File: config.mk
export PLATFORM = sky130hd
export DESIGN_NAME = pxp_regs
export DESIGN_NICKNAME = d
export VERILOG_FILES = /design/src/verilog/pxp_pkg.sv /design/src/verilog/pxp_regs.sv
export VERILOG_INCLUDE_DIRS = /design/src /design/src/verilog
export SDC_FILE = /design/constraint.sdc
export NUM_CORES = 1
export LEC_CHECK = 0
export BUFFER_PORTS_ARGS = -buffer_cell sky130_fd_sc_hd__buf_2
export CORE_MARGIN = 1
export CORE_UTILIZATION = 57
export DETAILED_ROUTE_END_ITERATION = 7
export GPL_ROUTABILITY_DRIVEN = 0
export GPL_TIMING_DRIVEN = 0
export PLACE_DENSITY_LB_ADDON = 0.25
export SLEW_MARGIN = 20
export SYNTH_ARGS = -nofsm -noshare
export SYNTH_HDL_FRONTEND = slang
export SYNTH_SLANG_ARGS = --single-unit
export TNS_END_PERCENT = 20
File: constraint.sdc
create_clock -name clk -period 4.9 [get_ports clk]
set_input_delay 0.245 -clock clk [delete_from_list [all_inputs] [get_ports clk]]
set_output_delay 0.245 -clock clk [all_outputs]
set_load 0.005 [all_outputs]
File: src/verilog/pxp_params.svh
// register offsets, field positions and reset values of the paged register bank
`ifndef PXP_PARAMS_SVH
`define PXP_PARAMS_SVH

// ----------------------------------------
// page selection
// ----------------------------------------
`define PXP_ADDR_PAGE_SEL     5'h1F
`define PXP_PAGED_LO          5'h10
`define PXP_PAGE_MAIN         16'h0000
`define PXP_PAGE_EXT1         16'h0001

// ----------------------------------------
// page 1 register offsets
// ----------------------------------------
`define PXP_ADDR_FIBER_CTRL   5'h10
`define PXP_ADDR_GOOD_CRC     5'h12
`define PXP_ADDR_EXT_MODE     5'h13

// ----------------------------------------
// fiber media control fields
// ----------------------------------------
`define PXP_FMC_TX_RF_HI      15
`define PXP_FMC_TX_RF_LO      14
`define PXP_FMC_LP_RF_HI      13
`define PXP_FMC_LP_RF_LO      12
`define PXP_FMC_ALLOW_1000X   9
`define PXP_FMC_ALLOW_100FX   8
`define PXP_FMC_FEF           6
`define PXP_FMC_TX_RF_RST     2'h0
`define PXP_FMC_ALLOW_RST     1'h1

// ----------------------------------------
// good-crc counter fields
// ----------------------------------------
`define PXP_CRC_SEEN_BIT      15
`define PXP_CRC_COUNT_W       14
`define PXP_CRC_MODULUS_M1    14'h270F

// ----------------------------------------
// extended mode control fields
// ----------------------------------------
`define PXP_EMC_LED_EXT_HI    15
`define PXP_EMC_LED_EXT_LO    12
`define PXP_EMC_BLINK_SUPP    11
`define PXP_EMC_FAST_FAIL     4
`define PXP_EMC_XOVER_HI      3
`define PXP_EMC_XOVER_LO      2
`define PXP_EMC_SIGNAL_DETECT_INPUT_POL    0
`define PXP_EMC_RST           16'h0000

`endif

File: src/verilog/pxp_pkg.sv
// types shared by the paged register bank
package pxp_pkg;

	typedef enum logic [1:0] {
		PXP_XOVER_AUTO,
		PXP_XOVER_RSVD,
		PXP_XOVER_MDI,
		PXP_XOVER_MDIX
	} pxp_xover_t;

	typedef enum logic {
		PXP_BUS_IDLE,
		PXP_BUS_ACK
	} pxp_bus_st_t;

endpackage

File: src/verilog/pxp_regs.sv
// per-port bank of paged management registers with avalon-mm slave
`timescale 1ns/1ps
`include "pxp_params.svh"

// Summary of operation
// - with page 1 selected, addresses 16 to 30 reach page 1 registers.
// - writing 0x0000 to address 31 returns 16 to 30 to main space.
// - addresses 0 to 15 reach the same registers on every page.
// - fiber media control acts only on ports 0 to 3.
// - transmit remote fault bits 15:14 are read/write, reset 00, sent to partner.
// - bits 13:12 show partner's advertised remote fault, read only.
// - bit 9 permits 1000BASE-X fiber link-up, reset 1.
// - bit 8 permits 100BASE-FX fiber link-up, reset 1.
// - bit 6 sets on 100BASE-FX far end fault, clears on read.
// - counter bit 15 flags any good packet since last read, clears on read.
// - bits 13:0 count good-crc packets modulo 10000, wrap, reset zero.
// - the good-crc count clears when read.
// - bits 15:12 select extended led behaviour per led, reset 0.
// - bit 11 set suppresses led blink after low-power hold release.
// - bit 4 enables fast link failure pin on port 0 only (stays 0 on other ports), otherwise the pin is gpio.
// - bits 3:2 choose auto, forced mdi or forced mdi-x crossover.
// - bit 0 set makes signal detect inputs active low.
module pxp_regs
	import pxp_pkg::*;
#(
	parameter int PORT_ID = 0,
	parameter int N_LED   = 4,
	parameter int N_SIGNAL_DETECT_INPUT = 4
) (
	// clock and reset
	input  wire logic                    clk,
	input  wire logic                    rst_n,
	// avalon-mm slave
	input  wire logic [4:0]              avs_address,
	input  wire logic                    avs_read,
	input  wire logic                    avs_write,
	input  wire logic [15:0]             avs_writedata,
	output logic      [15:0]             avs_readdata,
	output logic                         avs_waitrequest,
	// main space registers 0..30, outside this bank
	output logic      [4:0]              main_address,
	output logic                         main_read,
	output logic                         main_write,
	output logic      [15:0]             main_writedata,
	input  wire logic [15:0]             main_readdata,
	// events from the media logic (same clock)
	input  wire logic [1:0]              link_partner_rf,
	input  wire logic                    fef_event,
	input  wire logic                    good_crc_pkt,
	// async pins
	input  wire logic [N_SIGNAL_DETECT_INPUT-1:0]     signal_detect_input,
	// controls toward the port
	output logic      [1:0]              tx_remote_fault,
	output logic                         allow_1000x_linkup,
	output logic                         allow_100fx_linkup,
	output logic      [N_LED-1:0]        led_ext_mode,
	output logic                         led_blink_suppress,
	output logic                         fast_fail_enable,
	output pxp_xover_t                   xover_mode,
	output logic      [N_SIGNAL_DETECT_INPUT-1:0]     signal_detect_active
);

	// the field layout only serves four leds and four signal-detect pins
	if (N_LED != 4 || N_SIGNAL_DETECT_INPUT != 4 || PORT_ID < 0) begin : g_bad_params
		$error("pxp_regs: unsupported parameter value");
	end

	localparam logic FIBER_PORT = (PORT_ID <= 3);

	// ----------------------------------------
	// registers
	// ----------------------------------------
	logic [15:0]                 page_r;
	logic [1:0]                  tx_rf_r;
	logic                        allow_1000x_r;
	logic                        allow_100fx_r;
	logic                        fef_r;
	logic                        seen_r;
	logic [`PXP_CRC_COUNT_W-1:0] count_r;
	logic [15:0]                 emc_r;
	pxp_bus_st_t                 bus_st_r;
	logic                        main_pend_r;
	logic [N_SIGNAL_DETECT_INPUT-1:0]         sd_meta_r;
	logic [N_SIGNAL_DETECT_INPUT-1:0]         sd_sync_r;

	// ----------------------------------------
	// address decode
	// ----------------------------------------
	logic req;
	logic ext_sel;
	logic page_hit;
	logic fmc_hit;
	logic crc_hit;
	logic emc_hit;
	logic rd_take;
	logic wr_take;

	// a forwarded access is still pending while main_pend_r is up; taking it again would strobe twice
	assign req      = (avs_read | avs_write) && bus_st_r == PXP_BUS_IDLE && !main_pend_r;
	// page selector itself and 0..15 never depend on page
	assign page_hit = avs_address == `PXP_ADDR_PAGE_SEL;
	assign ext_sel  = page_r == `PXP_PAGE_EXT1 && avs_address >= `PXP_PAGED_LO && !page_hit;
	assign fmc_hit  = ext_sel && avs_address == `PXP_ADDR_FIBER_CTRL;
	assign crc_hit  = ext_sel && avs_address == `PXP_ADDR_GOOD_CRC;
	assign emc_hit  = ext_sel && avs_address == `PXP_ADDR_EXT_MODE;
	assign rd_take  = req && avs_read;
	assign wr_take  = req && avs_write;

	// ----------------------------------------
	// bus handshake: one wait cycle for page 1 and page selector, two for forwarded main-space accesses
	// ----------------------------------------
	always_ff @(posedge clk) begin
		if (!rst_n)
			bus_st_r <= PXP_BUS_IDLE;
		else if (req && (ext_sel || page_hit))
			bus_st_r <= PXP_BUS_ACK;
		else if (main_pend_r)
			bus_st_r <= PXP_BUS_ACK;
		else
			bus_st_r <= PXP_BUS_IDLE;
	end

	// main-space accesses are forwarded as one-cycle strobes
	always_ff @(posedge clk) begin
		if (!rst_n) begin
			main_pend_r    <= 1'b0;
			main_read      <= 1'b0;
			main_write     <= 1'b0;
			main_address   <= 5'h00;
			main_writedata <= 16'h0000;
		end else begin
			main_pend_r    <= req && !ext_sel && !page_hit;
			main_read      <= rd_take && !ext_sel && !page_hit;
			main_write     <= wr_take && !ext_sel && !page_hit;
			main_address   <= avs_address;
			main_writedata <= avs_writedata;
		end
	end

	always_ff @(posedge clk) begin
		if (!rst_n)
			avs_waitrequest <= 1'b1;
		else
			avs_waitrequest <= !((req && (ext_sel || page_hit)) || main_pend_r);
	end

	// ----------------------------------------
	// read data; reserved bits stay zero
	// ----------------------------------------
	logic [15:0] rd_nxt;

	always_comb begin
		rd_nxt = 16'h0000;
		if (page_hit)
			rd_nxt = page_r;
		else if (fmc_hit && FIBER_PORT) begin
			rd_nxt[`PXP_FMC_TX_RF_HI:`PXP_FMC_TX_RF_LO] = tx_rf_r;
			rd_nxt[`PXP_FMC_LP_RF_HI:`PXP_FMC_LP_RF_LO] = link_partner_rf;
			rd_nxt[`PXP_FMC_ALLOW_1000X]                = allow_1000x_r;
			rd_nxt[`PXP_FMC_ALLOW_100FX]                = allow_100fx_r;
			rd_nxt[`PXP_FMC_FEF]                        = fef_r;
		end else if (crc_hit) begin
			rd_nxt[`PXP_CRC_SEEN_BIT]          = seen_r;
			rd_nxt[`PXP_CRC_COUNT_W-1:0]       = count_r;
		end else if (emc_hit)
			rd_nxt = emc_r;
	end

	always_ff @(posedge clk) begin
		if (!rst_n)
			avs_readdata <= 16'h0000;
		else if (rd_take && (ext_sel || page_hit))
			avs_readdata <= rd_nxt;
		else if (main_pend_r)
			avs_readdata <= main_readdata;
	end

	// ----------------------------------------
	// page selector
	// ----------------------------------------
	always_ff @(posedge clk) begin
		if (!rst_n)
			page_r <= `PXP_PAGE_MAIN;
		else if (wr_take && page_hit)
			page_r <= avs_writedata;
	end

	// ----------------------------------------
	// fiber media control
	// ----------------------------------------
	always_ff @(posedge clk) begin
		if (!rst_n) begin
			tx_rf_r       <= `PXP_FMC_TX_RF_RST;
			allow_1000x_r <= `PXP_FMC_ALLOW_RST;
			allow_100fx_r <= `PXP_FMC_ALLOW_RST;
		end else if (wr_take && fmc_hit && FIBER_PORT) begin
			tx_rf_r       <= avs_writedata[`PXP_FMC_TX_RF_HI:`PXP_FMC_TX_RF_LO];
			allow_1000x_r <= avs_writedata[`PXP_FMC_ALLOW_1000X];
			allow_100fx_r <= avs_writedata[`PXP_FMC_ALLOW_100FX];
		end
	end

	// far end fault: a new event in the read cycle wins over the clear
	always_ff @(posedge clk) begin
		if (!rst_n)
			fef_r <= 1'b0;
		else if (fef_event && FIBER_PORT)
			fef_r <= 1'b1;
		else if (rd_take && fmc_hit)
			fef_r <= 1'b0;
	end

	// ----------------------------------------
	// good-crc counter; a packet in the read cycle is kept as count 1
	// ----------------------------------------
	always_ff @(posedge clk) begin
		if (!rst_n) begin
			seen_r  <= 1'b0;
			count_r <= '0;
		end else if (rd_take && crc_hit) begin
			seen_r  <= good_crc_pkt;
			count_r <= {{(`PXP_CRC_COUNT_W-1){1'b0}}, good_crc_pkt};
		end else if (good_crc_pkt) begin
			seen_r  <= 1'b1;
			count_r <= (count_r == `PXP_CRC_MODULUS_M1) ? '0 : count_r + 1'b1;
		end
	end

	// ----------------------------------------
	// extended mode control
	// ----------------------------------------
	localparam logic [15:0] EMC_MASK = 16'hF81D;

	always_ff @(posedge clk) begin
		if (!rst_n)
			emc_r <= `PXP_EMC_RST;
		else if (wr_take && emc_hit) begin
			emc_r <= avs_writedata & EMC_MASK;
			// fast fail only from the first port instance
			if (PORT_ID != 0)
				emc_r[`PXP_EMC_FAST_FAIL] <= emc_r[`PXP_EMC_FAST_FAIL];
		end
	end

	// ----------------------------------------
	// signal detect: two-flop sync then polarity
	// ----------------------------------------
	always_ff @(posedge clk) begin
		if (!rst_n) begin
			sd_meta_r <= '0;
			sd_sync_r <= '0;
		end else begin
			sd_meta_r <= signal_detect_input;
			sd_sync_r <= sd_meta_r;
		end
	end

	// ----------------------------------------
	// registered control outputs
	// ----------------------------------------
	always_ff @(posedge clk) begin
		if (!rst_n) begin
			tx_remote_fault      <= `PXP_FMC_TX_RF_RST;
			allow_1000x_linkup   <= 1'b0;
			allow_100fx_linkup   <= 1'b0;
			led_ext_mode         <= '0;
			led_blink_suppress   <= 1'b0;
			fast_fail_enable     <= 1'b0;
			xover_mode           <= PXP_XOVER_AUTO;
			signal_detect_active <= '0;
		end else begin
			tx_remote_fault      <= FIBER_PORT ? tx_rf_r : 2'h0;
			allow_1000x_linkup   <= FIBER_PORT && allow_1000x_r;
			allow_100fx_linkup   <= FIBER_PORT && allow_100fx_r;
			led_ext_mode         <= emc_r[`PXP_EMC_LED_EXT_HI:`PXP_EMC_LED_EXT_LO];
			led_blink_suppress   <= emc_r[`PXP_EMC_BLINK_SUPP];
			fast_fail_enable     <= emc_r[`PXP_EMC_FAST_FAIL];
			xover_mode           <= pxp_xover_t'(emc_r[`PXP_EMC_XOVER_HI:`PXP_EMC_XOVER_LO]);
			signal_detect_active <= emc_r[`PXP_EMC_SIGNAL_DETECT_INPUT_POL] ? ~sd_sync_r : sd_sync_r;
		end
	end
endmodule

==> results_dict.tcl <==
set metrics [dict create \
    cts-root-buf "clkbuf_8" \
    rows 31 \
    wl_per_cell_um 16.7 \
    relSlewSlack 0.531 \
    drt_first_pass_iters 5 \
    crit_fanout 10 \
    portBuffers 102 \
    clock-sinks 111 \
    multiInputGateArea_um2 2110 \
    post_synth_inst_count 451 \
    maxSlewViolCount 0 \
    h-tree-depth 3 \
    fin_nets 614 \
    cp-start-kind "flop" \
    end_kind "flop" \
    wl_met1_um 4600 \
    io-pin-count 105 \
    core_um2 7450 \
    max_freq_ghz 0.463 \
    fin_cells 668 \
    leakage_nw 2.32 \
    ys_warn_count 0 \
    diodes 0 \
    insertion_delay_ns 0.36 \
    setup_viol 0 \
    seq_area_um2 2220 \
    ys_types 51 \
    fin_crit_ns 2.16 \
    ctsHoldBuffers 0 \
    cts_inserted_buffers 9 \
    num_vias 3726 \
    start_util 0.603 \
    dp_cells 652 \
    groute.usage.overall 0.276 \
    syn_nets 501 \
    nFillCells 615 \
    grt_max_degree 20 \
    grt_overflow 0 \
    fin_tns_setup_ns 0 \
    drcViolationCount 0 \
    fp.dieH_um 90.7 \
    die_width_um 90.7 \
    clockBufferDepth 2 \
    vdd_drop_max_v 0.000146 \
    clk_pin_slew_ns 0.10 \
    most-common-layout-cells "dfxtp_1, buf_2, nor2_1" \
    post_cts_resized 0 \
    placed_area_um2 5120 \
    hold_path_class "in -> reg" \
    die_area_um2 8230 \
    initialDrtViolationCount 228 \
    async_flop_share 0 \
    antenna_found_initial 0 \
    synth_edf_count 0 \
    power_density_nw_per_um2 313 \
    max_cap_viol_count 0 \
    critPathArrivalTime_ns 2.44 \
    route.antenna.remaining_nets 0 \
    wl_met3_um 790 \
    drive_gt1_frac 0.271 \
    rsz0062_at_grt "no" \
    vias_per_cell 5.58 \
    final_common_cell "dfxtp_1" \
    period_share 0.441 \
    highest_layer "met4" \
    synthFlopType "dfxtp_1" \
    cts_tree "done" \
    grt_pass1_vias 3610 \
    wl_met2_um 5360 \
    area_growth_syn_to_layout_pct 18.7 \
    finalInstanceArea_um2 5330 \
    skew_ns 0.00369 \
    wl_um 11200 \
    critPathRequiredTime_ns 5.18 \
    status "complete, no violations" \
    tightest_slew_ns 0.704 \
    postCtsSetupRepairBufs 0 \
    syn_area_per_cell_um2 9.95 \
    synth-seq-area-share 0.495 \
    grt_pass1_wl_um 17800 \
    synth.ff_latch_count 111 \
    dp_hpwl_um 8410 \
    timing_hold_violations_final 0 \
    synth_area_um2 4490 \
    worstSetupPathType "reg -> reg" \
]
cells in the mapped netlist (6+ instances only):
| master | count | area (um2) |
|---|---|---|
| xnor2_1 | 9 | 78.8 |
| a21oi_1 | 11 | 55.1 |
| a211oi_1 | 6 | 45.0 |
| nor3_1 | 8 | 40.0 |
| xor2_1 | 7 | 61.3 |
| dfxtp_1 | 111 | 2220 |
| and2_1 | 45 | 282 |
| mux2_2 | 12 | 135 |
| clkbuf_1 | 20 | 75.1 |
| a32oi_1 | 9 | 78.8 |
| nand3_1 | 7 | 35.0 |
| nand2_1 | 20 | 75.1 |
| nand4_1 | 10 | 62.6 |
| mux2i_1 | 39 | 390 |
| o21ai_0 | 19 | 95.1 |
| nor2_1 | 58 | 218 |
flip-flops by register name (all words and copies together), names as in the netlist, 2 cells and up:
name,cells
led_ext_mode,4
xover_mode,2
count_r,14
main_writedata,16
main_address,5
signal_detect_active,4
sd_sync_r,4
emc_r,9
avs_readdata,16
tx_remote_fault,2
page_r,16
sd_meta_r,4
tx_rf_r,2
cells by family (layout without fill, tap and decap cells):
logic type | after synthesis | after routing | share of synthesized area
and+or+nand+nor | 175 | 175 | 0.220
DFF | 111 | 111 | 0.495
AOI/OAI and AO/OA | 65 | 65 | 0.100
muxes | 51 | 51 | 0.117
buffers and inverters | 32 | 150 | 0.0343
xor gates and xnor gates | 16 | 16 | 0.0312
adders and majority gates | 1 | 1 | 0.00279
final cells by class:
class	count	share of cell area
sequential	111	0.417
multi-input combinational	308	0.397
timing repair buffer	102	0.0958
buffer	28	0.0261
clock buffer	9	0.0232
tap	99	0.0232
clock inverter	7	0.0153
inverter	4	0.00282
stage by stage:
stage	worst slack (ns)	total power, mW	util	hold WS (ns)
global route	2.67	1.73	0.716	0.0904
floorplan	3.14	1.06	-	0.362
detailed placement	2.80	1.13	0.688	0.426
global placement	2.86	1.13	0.688	0.413
CTS	2.75	1.67	0.716	0.0703
finish	2.74	1.67	0.716	0.0752
worst paths after layout:
path,from,endpoint,slack (ns),cells past startpoint
hold reg to reg,sd_meta_r[3],sd_sync_r[3],0.45,1
setup reg to reg,page_r[0],avs_readdata[4],2.74,6
setup / recovery,page_r[0],avs_readdata[4],2.74,6
hold / removal,signal_detect_input[1],sd_meta_r[1],0.08,2
report_power, final:
group / total, mW / switching, mW / internal [mW]
combinational: 0.165 / 0.0916 / 0.0737
clock: 0.556 / 0.313 / 0.243
sequential: 0.948 / 0.0144 / 0.934
per-layer routing:
layer,up-vias,global-route usage
met2,163,0.454
met5,-,0
met4,0,0.144
met3,34,0.0412
li1,1806,-
met1,1723,0.351
worst max-delay path, cell delays in order, from the launching register on:
cell,delay (ns)
dfxtp_1,0.37
nor3b_1,0.33
nand3_2,0.29
buf_6,0.24
nor3_4,0.39
a32oi_1,0.22
a21oi_1,0.24
Power figures use the tool's default switching activity.
